--- src/hw/ubrp_defines.svh ---
// Constants of the host buffer RAM access port: command codes,
// reset values and pointer step.
// Assumes inclusion by bare name from the package and the port module.
`ifndef UBRP_DEFINES_SVH
`define UBRP_DEFINES_SVH

// ****************************************************************
// Command codes
// ****************************************************************
`define UBRP_CMD_RD_ISO1_LEN 8'h2E
`define UBRP_CMD_RD_ISO0_LEN 8'h2C
`define UBRP_CMD_RD_ISO_PORT 8'h40
`define UBRP_CMD_WR_ISO_PORT 8'hC0
`define UBRP_CMD_RD_ACK_PORT 8'h41
`define UBRP_CMD_WR_ACK_PORT 8'hC1

// ****************************************************************
// Reset values and pointer step
// ****************************************************************
`define UBRP_RST_WORD        16'h0000
`define UBRP_RST_CMD         8'h00
`define UBRP_PTR_STEP        16'h0002

`endif

--- src/hw/ubrp_pkg.sv ---
// Types of the host buffer RAM access port.
// Assumes the constants header is on the include path.
`include "ubrp_defines.svh"

package ubrp_pkg;

    // ************************************************************
    // Selection made by the last command
    // ************************************************************
    typedef enum logic [2:0] {
        UBRP_SEL_NONE   = 3'b000,
        UBRP_SEL_ISO_RD = 3'b001,
        UBRP_SEL_ISO_WR = 3'b010,
        UBRP_SEL_ACK_RD = 3'b011,
        UBRP_SEL_ACK_WR = 3'b100,
        UBRP_SEL_LEN0   = 3'b101,
        UBRP_SEL_LEN1   = 3'b110
    } ubrp_sel_e;

    // ************************************************************
    // Buffer RAM request, word = {even byte, odd byte}
    // ************************************************************
    typedef struct packed {
        logic        req;
        logic        we;
        logic        ack_list;
        logic [15:0] addr;
        logic [15:0] wdata;
    } ubrp_ram_req_s;

endpackage

--- src/hw/ubrp_port.sv ---
// Processor access path into the host buffer RAM: command decode,
// read-back length registers, word ports with auto-increment pointer.
// Assumes processor strobes and RAM are on clk_in; RAM answers in the
// cycle of the request, word ordered {even byte, odd byte}.
//
// Behaviour
// - Command 2E reads the 16-bit byte count of isochronous half 1.
// - A 16-bit read-only register gives the half 0 byte count.
// - Iso port: command 40 reads, C0 writes, one word per access.
// - Iso port: upper byte is even address, lower byte odd address.
// - Each word access adds two to pointer, stopping at the counter.
// - Reaching the counter raises end-of-transfer and sets done flag.
// - Counter is in bytes; each access moves one 16-bit word.
// - Ack list port: command 41 reads, C1 writes, one word each.
// - Ack list port: lower byte is even address, upper byte odd.
// - Ack list port follows the same pointer and end protocol.
`timescale 1ns/1ps
`default_nettype none

`include "ubrp_defines.svh"

module ubrp_port
    import ubrp_pkg::*;
(
    // Clock and reset
    input  wire logic          clk_in,
    input  wire logic          rst_n_in,
    // Processor bus
    input  wire logic          cmd_wr_in,
    input  wire logic [7:0]    cmd_in,
    input  wire logic          data_wr_in,
    input  wire logic          data_rd_in,
    input  wire logic [15:0]   wdata_in,
    output logic      [15:0]   rdata_out,
    output logic               rd_valid_out,
    // Engine side counts and status
    input  wire logic [15:0]   transfer_byte_counter_in,
    input  wire logic [15:0]   iso_half0_byte_count_in,
    input  wire logic [15:0]   iso_half1_byte_count_in,
    input  wire logic          done_flag_clr_in,
    output logic               eot_pulse_out,
    output logic               all_transfers_done_flag_out,
    // Buffer RAM
    output ubrp_ram_req_s      ram_req_out,
    input  wire logic [15:0]   ram_rdata_in
);

    // ************************************************************
    // Byte lane order between port word and RAM word
    // ************************************************************
    function automatic logic [15:0] ubrp_lanes(input logic [15:0] w,
                                               input logic        ack);
        ubrp_lanes = ack ? {w[7:0], w[15:8]} : w;
    endfunction

    // ************************************************************
    // State
    // ************************************************************
    ubrp_sel_e      sel_ff;
    logic [15:0]    ptr_ff;
    logic           done_ff;
    logic           flag_ff;
    logic           eot_ff;
    ubrp_ram_req_s  req_ff;
    logic           rd_pend_ff;
    logic           rd_ram_ff;
    logic           rd_ack_ff;
    logic [15:0]    rd_hold_ff;
    logic [15:0]    rdata_ff;
    logic           rvalid_ff;

    // ************************************************************
    // Command decode
    // ************************************************************
    ubrp_sel_e      nxt_sel;
    logic           cmd_is_port;

    always_comb begin
        case (cmd_in)
            `UBRP_CMD_RD_ISO_PORT: nxt_sel = UBRP_SEL_ISO_RD;
            `UBRP_CMD_WR_ISO_PORT: nxt_sel = UBRP_SEL_ISO_WR;
            `UBRP_CMD_RD_ACK_PORT: nxt_sel = UBRP_SEL_ACK_RD;
            `UBRP_CMD_WR_ACK_PORT: nxt_sel = UBRP_SEL_ACK_WR;
            `UBRP_CMD_RD_ISO1_LEN: nxt_sel = UBRP_SEL_LEN1;
            `UBRP_CMD_RD_ISO0_LEN: nxt_sel = UBRP_SEL_LEN0;
            default:               nxt_sel = UBRP_SEL_NONE;
        endcase
    end

    assign cmd_is_port = (nxt_sel == UBRP_SEL_ISO_RD) ||
                         (nxt_sel == UBRP_SEL_ISO_WR) ||
                         (nxt_sel == UBRP_SEL_ACK_RD) ||
                         (nxt_sel == UBRP_SEL_ACK_WR);

    // ************************************************************
    // Data access qualification
    // ************************************************************
    wire logic sel_ack   = (sel_ff == UBRP_SEL_ACK_RD) ||
                           (sel_ff == UBRP_SEL_ACK_WR);
    wire logic port_rd   = data_rd_in && !cmd_wr_in &&
                           ((sel_ff == UBRP_SEL_ISO_RD) ||
                            (sel_ff == UBRP_SEL_ACK_RD));
    wire logic port_wr   = data_wr_in && !cmd_wr_in &&
                           ((sel_ff == UBRP_SEL_ISO_WR) ||
                            (sel_ff == UBRP_SEL_ACK_WR));
    // Past the end nothing moves
    wire logic access    = (port_rd || port_wr) && !done_ff;
    wire logic any_rd    = data_rd_in && !cmd_wr_in;

    // Byte pointer, one word per access
    wire logic [15:0] nxt_ptr = ptr_ff + `UBRP_PTR_STEP;
    wire logic        reach   = access &&
                                (nxt_ptr >= transfer_byte_counter_in);

    // Register read-back source for non-RAM reads
    wire logic [15:0] reg_word =
        (sel_ff == UBRP_SEL_LEN1) ? iso_half1_byte_count_in :
        (sel_ff == UBRP_SEL_LEN0) ? iso_half0_byte_count_in :
                                    `UBRP_RST_WORD;

    // ************************************************************
    // Command, pointer and end of transfer
    // ************************************************************
    always_ff @(posedge clk_in or negedge rst_n_in) begin
        if (!rst_n_in) begin
            sel_ff  <= UBRP_SEL_NONE;
            ptr_ff  <= `UBRP_RST_WORD;
            done_ff <= 1'b0;
            eot_ff  <= 1'b0;
        end else begin
            eot_ff <= reach;
            if (cmd_wr_in) begin
                sel_ff <= nxt_sel;
                if (cmd_is_port) begin
                    ptr_ff  <= `UBRP_RST_WORD;
                    done_ff <= 1'b0;
                end
            end else if (access) begin
                ptr_ff  <= nxt_ptr;
                done_ff <= reach;
            end
        end
    end

    // Done flag, a new end wins over a clear
    always_ff @(posedge clk_in or negedge rst_n_in) begin
        if (!rst_n_in) begin
            flag_ff <= 1'b0;
        end else if (eot_ff) begin
            flag_ff <= 1'b1;
        end else if (done_flag_clr_in) begin
            flag_ff <= 1'b0;
        end
    end

    // ************************************************************
    // RAM request
    // ************************************************************
    ubrp_ram_req_s nxt_req;

    always_comb begin
        nxt_req          = '0;
        nxt_req.req      = access;
        nxt_req.we       = port_wr;
        nxt_req.ack_list = sel_ack;
        nxt_req.addr     = ptr_ff;
        nxt_req.wdata    = ubrp_lanes(wdata_in, sel_ack);
    end

    always_ff @(posedge clk_in or negedge rst_n_in) begin
        if (!rst_n_in) begin
            req_ff <= '0;
        end else begin
            req_ff <= nxt_req;
        end
    end

    // ************************************************************
    // Read pipeline, answer two cycles after the strobe
    // ************************************************************
    always_ff @(posedge clk_in or negedge rst_n_in) begin
        if (!rst_n_in) begin
            rd_pend_ff <= 1'b0;
            rd_ram_ff  <= 1'b0;
            rd_ack_ff  <= 1'b0;
            rd_hold_ff <= `UBRP_RST_WORD;
        end else begin
            rd_pend_ff <= any_rd;
            rd_ram_ff  <= port_rd && !done_ff;
            rd_ack_ff  <= sel_ack;
            rd_hold_ff <= reg_word;
        end
    end

    wire logic [15:0] ram_word = ubrp_lanes(ram_rdata_in, rd_ack_ff);

    always_ff @(posedge clk_in or negedge rst_n_in) begin
        if (!rst_n_in) begin
            rdata_ff  <= `UBRP_RST_WORD;
            rvalid_ff <= 1'b0;
        end else begin
            rvalid_ff <= rd_pend_ff;
            if (rd_pend_ff) begin
                rdata_ff <= rd_ram_ff ? ram_word : rd_hold_ff;
            end
        end
    end

    // ************************************************************
    // Outputs
    // ************************************************************
    assign rdata_out                   = rdata_ff;
    assign rd_valid_out                = rvalid_ff;
    assign eot_pulse_out               = eot_ff;
    assign all_transfers_done_flag_out = flag_ff;
    assign ram_req_out                 = req_ff;

    // ************************************************************
    // Checks
    // ************************************************************
    a_ptr_step_two: assert property (
        @(posedge clk_in) disable iff (!rst_n_in)
        access |=> (ptr_ff == $past(ptr_ff) + `UBRP_PTR_STEP))
        else $error("pointer did not advance by two");

    a_cmd_restart: assert property (
        @(posedge clk_in) disable iff (!rst_n_in)
        (cmd_wr_in && cmd_is_port) |=> (ptr_ff == 16'h0000 && !done_ff))
        else $error("port command did not restart pointer");

    a_no_move_done: assert property (
        @(posedge clk_in) disable iff (!rst_n_in)
        (done_ff && !cmd_wr_in) |=> $stable(ptr_ff) && !eot_ff)
        else $error("pointer moved after end of transfer");

    a_eot_at_count: assert property (
        @(posedge clk_in) disable iff (!rst_n_in)
        eot_ff |-> done_ff &&
        (ptr_ff >= $past(transfer_byte_counter_in)))
        else $error("end of transfer without reaching counter");

    a_eot_one_shot: assert property (
        @(posedge clk_in) disable iff (!rst_n_in)
        eot_ff |=> !eot_ff)
        else $error("end of transfer repeated");

    a_flag_sets: assert property (
        @(posedge clk_in) disable iff (!rst_n_in)
        eot_ff |=> flag_ff)
        else $error("done flag not set by end of transfer");

    a_len1_read: assert property (
        @(posedge clk_in) disable iff (!rst_n_in)
        (any_rd && sel_ff == UBRP_SEL_LEN1) |=> ##1
        (rvalid_ff && rdata_ff == $past(iso_half1_byte_count_in, 2)))
        else $error("half 1 length read wrong");

    a_len0_read: assert property (
        @(posedge clk_in) disable iff (!rst_n_in)
        (any_rd && sel_ff == UBRP_SEL_LEN0) |-> ##2
        (rvalid_ff && rdata_ff == $past(iso_half0_byte_count_in, 2)))
        else $error("half 0 length read wrong");

    a_iso_wr_lanes: assert property (
        @(posedge clk_in) disable iff (!rst_n_in)
        (access && port_wr && !sel_ack) |=>
        (req_ff.req && req_ff.we && req_ff.wdata == $past(wdata_in)))
        else $error("iso write lane order wrong");

    a_ack_wr_lanes: assert property (
        @(posedge clk_in) disable iff (!rst_n_in)
        (access && port_wr && sel_ack) |=> (req_ff.req &&
        req_ff.wdata == {$past(wdata_in[7:0]), $past(wdata_in[15:8])}))
        else $error("ack list write lane order wrong");

    a_req_at_ptr: assert property (
        @(posedge clk_in) disable iff (!rst_n_in)
        access |=> (req_ff.req && req_ff.addr == $past(ptr_ff)))
        else $error("RAM request not at pointer");

    a_rd_answer: assert property (
        @(posedge clk_in) disable iff (!rst_n_in)
        any_rd |-> ##2 rvalid_ff)
        else $error("read strobe not answered");

    a_iso_rd_lanes: assert property (
        @(posedge clk_in) disable iff (!rst_n_in)
        (rd_ram_ff && !rd_ack_ff) |=> (rdata_ff == $past(ram_rdata_in)))
        else $error("iso read lane order wrong");

    a_ack_rd_lanes: assert property (
        @(posedge clk_in) disable iff (!rst_n_in)
        (rd_ram_ff && rd_ack_ff) |=> (rdata_ff ==
        {$past(ram_rdata_in[7:0]), $past(ram_rdata_in[15:8])}))
        else $error("ack list read lane order wrong");

    a_flag_clears: assert property (
        @(posedge clk_in) disable iff (!rst_n_in)
        (done_flag_clr_in && !eot_ff) |=> !flag_ff)
        else $error("done flag not cleared");

endmodule

`default_nettype wire

--- config.mk ---
export PLATFORM = sky130hd
export DESIGN_NAME = ubrp_port
export DESIGN_NICKNAME = d
export VERILOG_FILES = /design/src/hw/ubrp_pkg.sv /design/src/hw/ubrp_port.sv
export VERILOG_INCLUDE_DIRS = /design/src /design/src/hw
export SDC_FILE = /design/constraint.sdc
export NUM_CORES = 1
export LEC_CHECK = 0
export ABC_AREA = 1
export BUFFER_PORTS_ARGS = -buffer_cell sky130_fd_sc_hd__buf_2
export CAP_MARGIN = 25
export CORE_MARGIN = 4
export CORE_UTILIZATION = 55
export DETAILED_ROUTE_END_ITERATION = 12
export GPL_ROUTABILITY_DRIVEN = 0
export MAX_ROUTING_LAYER = met4
export PLACE_DENSITY = 0.93
export SYNTH_ARGS = -nofsm -noshare
export SYNTH_HDL_FRONTEND = slang
export SYNTH_SLANG_ARGS = --single-unit
--- constraint.sdc ---
create_clock -name clk_in -period 3.29 [get_ports clk_in]
set_input_delay 0.4935 -clock clk_in [delete_from_list [all_inputs] [get_ports clk_in]]
set_output_delay 0.4935 -clock clk_in [all_outputs]
set_load 0.005 [all_outputs]
# Word-level counts from Yosys, hierarchy flattened
# Cells that the tools add are included.
dict set report totals {
  ff_bits 92
  latch_bits 0
  ram_bits 0
  rom_bits 0
  input_bits 94
  out_inout_bits 54
  elab_cells 67
  n_memories 0
}
dict set report classes {
  n_addsub 1
  multipliers 0
  div 0
  order_cmp 1
  eq_ne 17
  n_shift 0
  muxes 14
  bitwise_logic 0
  n_reduce_logical 19
}
# op count
set op_table {}
lappend op_table {{2-to-1 mux 16 bit} 8}
lappend op_table {{one-hot mux 3 bit (6 select lines)} 1}
lappend op_table {{adder 16 x 2 -> 16 bit (second input constant)} 1}
lappend op_table {{equality test 8 x 6 -> 1 bit (second input constant)} 2}
lappend op_table {{equality test 8 x 7 -> 1 bit (second input constant)} 2}
lappend op_table {{equality test 8 bit (second input constant)} 2}
lappend op_table {{>= comparator 16 bit} 1}
lappend op_table {{equality test 3 x 2 -> 1 bit (second input constant)} 4}
lappend op_table {{equality test 3 bit (second input constant)} 4}
lappend op_table {{logical AND 1 bit} 7}
lappend op_table {{logical OR 1 bit} 7}
lappend op_table {{equality test 3 x 1 -> 1 bit (second input constant)} 2}
lappend op_table {{2-to-1 mux 1 bit} 5}
lappend op_table {{nonzero test 2 bit} 2}
lappend op_table {{logical NOT 1 bit} 2}
lappend op_table {{inequality test 2 x 1 -> 1 bit (second input constant)} 1}
lappend op_table {{AND reduction 2 bit} 1}

# Logic depth before layout (Yosys ltp)
dict set report depth {
  word_depth 8
  depth_mapped 16
  depth_no_buf 16
}

# Least setup slack after synthesis
# OpenSTA, ideal clock, no wires.
dict set report synth_timing {
  path_type {register to register}
  start {register ptr_ff[1]}
  end {register done_ff}
  setup_time_ps 118
  t_arrival_ps 1892
  required_ps 3172
  setup_slack_ps 1280
  path_stages_with_launch 16
  path_buffers 0
  synth_period_minus_slack_ps 2010
  path_cell_list {dfrtp_1 ha_1 nand2_1 nor2_1 nand3_1 nand2_1 nand2_1 ha_1 nand2_1 inv_1 nor2_1 o21ai_0 a21oi_1 nand2_1 nand2_1 nand2_1}
}
dict set report synth_between {
  elab_chain_len 5
}
# element line_no
set synth_lines {}
lappend synth_lines {{start, declared} ubrp_port.sv:60} ;# logic [15:0] ptr_ff;
lappend synth_lines {{start signal, assigned} ubrp_port.sv:127} ;# ptr_ff <= `UBRP_RST_WORD;
lappend synth_lines {{start signal, assigned} ubrp_port.sv:135} ;# ptr_ff <= `UBRP_RST_WORD;
lappend synth_lines {{start signal, assigned} ubrp_port.sv:139} ;# ptr_ff <= nxt_ptr;
lappend synth_lines {{adder 16 x 2 -> 16 bit (no line)} n/a}
lappend synth_lines {{>= comparator 16 bit} ubrp_port.sv:113} ;# (nxt_ptr >= transfer_byte_counter_in);
lappend synth_lines {{logical AND 1 bit} ubrp_port.sv:112} ;# wire logic reach = access &&
lappend synth_lines {{2-to-1 mux 1 bit} ubrp_port.sv:138} ;# end else if (access) begin
lappend synth_lines {{2-to-1 mux 1 bit} ubrp_port.sv:132} ;# if (cmd_wr_in) begin
lappend synth_lines {{end signal, assigned} ubrp_port.sv:140} ;# done_ff <= reach;
lappend synth_lines {{end, declared} ubrp_port.sv:61} ;# logic done_ff;
# Every way passes these cells. The select of a mux whose other input is x is not followed.
# A chain may end at the register's enable or synchronous reset.

# Final worst setup path
dict set report layout_timing {
  start {register ptr_ff[2]}
  end {register done_ff}
}
# Same word-level chain as after synthesis.

==> flow_summary.toml <==
[clock_network]
cts_tree = "yes"
cts_hold_repair.buffers = 0
clk_pin_slew_ps = 90
numCtsBuffers = 9
ctsHtreeMaxLevel = 3
clock_path_buffers = 2
cts_resized = 0
post_cts_buffers = 0
clock_latency_ps = 350
cts-root-buf = "clkbuf_8"
cts_sinks = 90

[cells_and_area]
antenna-diode-count = 0
design_area_sq_um = 5440
fill_cells = 620
area_delta_synth_final_pct = 21.7
final_cell_mix = "145 x buf_2, 102 x inv_1, 90 x nand2_1, 90 x dfrtp_1, 61 x a21oi_1"
final_common_cell = "buf_2"
finalNetCount = 793
layout-drive-gt1-share = 0.255

[placement]
hpwlAfterDp_mm = 8.44
dpl_cell_area_sq_um = 5260
port_buffers = 146

[worst_setup_path]
critical_path_required_ps = 3530
cp_max_fo = 5
worst_r2r_startpoint = "ptr_ff[2]"
max_stage_delay_ps = 410
arrival_ps = 2580
cp.buffers_inverters = 1
r2r_cells = 14
reg2reg_to = "done_ff"
start_kind = "flop"
critPathKind = "flop to flop"
crit_chain = "ha_1 > nand2_1 > nor2_1 > xor2_1 > inv_1 > ha_1 > a21oi_1 > nor2_1 > nor2_1 > nand2_1 > nand2_1 > nand2_1 > nand2_1 > nand2_1"
cp-end-kind = "flop"
crit_path_frequent_cell = "nand2_1"
ff2ff_setup_slack_ps = 960
cp_slowest_cell = "dfrtp_1"
crit_family = "simple AND/OR/NAND/NOR gates"

[timing]
finalCriticalPeriod_ps = 2330
setup_viol = 0
tightest_slew_ps = 930
finalMaxSlewViolations = 0
fin_crit_sh = 0.709
skew_ps = 8.38
fin_setup_tns_ps = 0
hold_viol_final = 0
relSlewSlack = 0.379
rsz0062_at_grt = "no"
fmax_mhz = 429

[floorplan]
coreArea_sq_um = 7810
initial_core_util = 0.573
core.rowCount = 32
die_h_microns = 98.2
die_w_microns = 98.2
die_area_sq_um = 9640
ioPinCount = 148

[yosys]
ys_types = 33
synth_seq_cells = 90
synth_cells = 544
synth_nets = 654
syn_area_sq_um = 4470
avgSynthCellArea_sq_um = 8.22
ys_seq_area_frac = 0.503
yosys_warnings = 0

[global_routing]
antenna_found_initial = 0
first_global_vias = 4147
grt.overflow.total = 0
grt_max_degree = 57
grt_usage = 0.244
grt_pass1_wl_mm = 18.7

[detailed_routing]
firstDrtPassIters = 4
vias = 4106
postRouteAntennaNets = 0
wl_per_cell_microns = 14.0
drt_iter0_drc = 193
drc = 0
routed_wl_mm = 11.1
via_per_inst = 5.20

[power]
peakVddDrop_uv = 170
leakage_nw = 3.18
power.density_nw_per_um2 = 383

[run]
cap_viol_max_count = 0

[hold_path]
hold_class = "input pin to asynchronous set/reset pin"

[outcome]
status = "completed"
==> worst reg2reg max path: stages (launching register included) <==
cell	delay [ps]
dfrtp_1	410
ha_1	260
nand2_1	110
nor2_1	280
xor2_1	180
inv_1	70
ha_1	290
a21oi_1	150
nor2_1	50
nor2_1	100
nand2_1	70
nand2_1	70
nand2_1	70
nand2_1	80
nand2_1	50
==> cells by family after synthesis <==
logic type               share of synthesized area
AO/OA/AOI/OAI                                0.132
XOR/XNOR                                    0.0154
adder cells (fa/ha/maj)                     0.0448
buffers and inverters                        0.110
flip-flops                                   0.503
other                                     0.000838
AND/OR/NAND/NOR                              0.194
==> worst max-delay path by stage <==
| stage | from | to | slack (ps) | cells after the start |
|---|---|---|---|---|
| 2_1_floorplan | ptr_ff[1] | done_ff | 1280 | 15 |
| 3_3_place_gp | ptr_ff[1] | done_ff | 1120 | 15 |
| 3_5_place_dp | ptr_ff[1] | done_ff | 1000 | 15 |
| 4_1_cts | ptr_ff[1] | done_ff | 990 | 14 |
| 5_1_grt | ptr_ff[2] | done_ff | 650 | 13 |
| 6_report | ptr_ff[2] | done_ff | 960 | 14 |
==> state kept, by name (all words and copies together), names as in the netlist <==
| signal | count |
|---|---|
| all_transfers_done_flag_out | 1 |
| done_ff | 1 |
| eot_pulse_out | 1 |
| ptr_ff | 15 |
| ram_req_out | 33 |
| rd_ack_ff | 1 |
| rd_hold_ff | 16 |
| rd_pend_ff | 1 |
| rd_ram_ff | 1 |
| rd_valid_out | 1 |
| rdata_out | 16 |
| sel_ff | 3 |
==> power breakdown <==
part	leakage, nW	total, mW	switching, mW	internal (mW)
logic	1.91	0.246	0.137	0.109
clock network	0.0845	0.668	0.374	0.294
registers	1.19	1.17	0.0221	1.15
==> per-layer routing <==
metal	routed length, microns	global-route usage
met5	0	-
met1	3960	0.279
met2	5840	0.424
met3	960	0.0450
met4	299	0.101
==> through the flow <==
stage	hold WS, ps	total power [mW]	cells	setup WS, ps	utilization
after floorplan	198	1.29	544	1280	-
after global placement	403	1.42	773	1120	0.671
after detailed placement	424	1.44	774	998	0.674
after CTS	86.6	2.10	789	989	0.697
after global routing	119	2.18	789	651	0.697
final	85.4	2.08	789	957	0.697
==> final cells by class <==
type / count / area (sq um) / share of cell area
flip-flops and latches: 90 / 2250 / 0.414
multi-input cells: 331 / 1730 / 0.318
repair buffers: 148 / 768 / 0.141
inverters: 103 / 387 / 0.0711
clock buffers: 10 / 138 / 0.0253
well taps: 102 / 128 / 0.0235
clock inverters: 5 / 41.3 / 0.00759
==> synthesized netlist by cell type <==
master,instances,area [sq um]
inv_1,102,383
ha_1,16,200
xnor2_1,2,17.5
dfrtp_1,90,2250
nor2_4,1,11.3
nand3_2,2,20.0
a21o_1,1,7.51
a21oi_1,61,305
o211ai_1,1,7.51
buf_4,2,15.0
a22oi_1,1,7.51
buf_6,2,22.5
nor3_2,1,10.0
buf_2,7,35.0
nand2_2,3,18.8
o21ai_0,25,125
and2_1,1,6.26
nand4_1,5,31.3
o21bai_4,1,18.8
xnor2_2,1,16.3
nand3b_1,1,7.51
nor3_1,4,20.0
nor2_2,3,18.8
nor2_1,41,154
nand3_1,46,230
clkinv_1,1,3.75
conb_1,1,3.75
xor2_1,4,35.0
o21ai_1,2,10.0
nand2_1,90,338
o22ai_1,16,100
clkbuf_1,9,33.8
o21bai_1,1,7.51
Note: power is estimated with default switching activity, not from simulation.
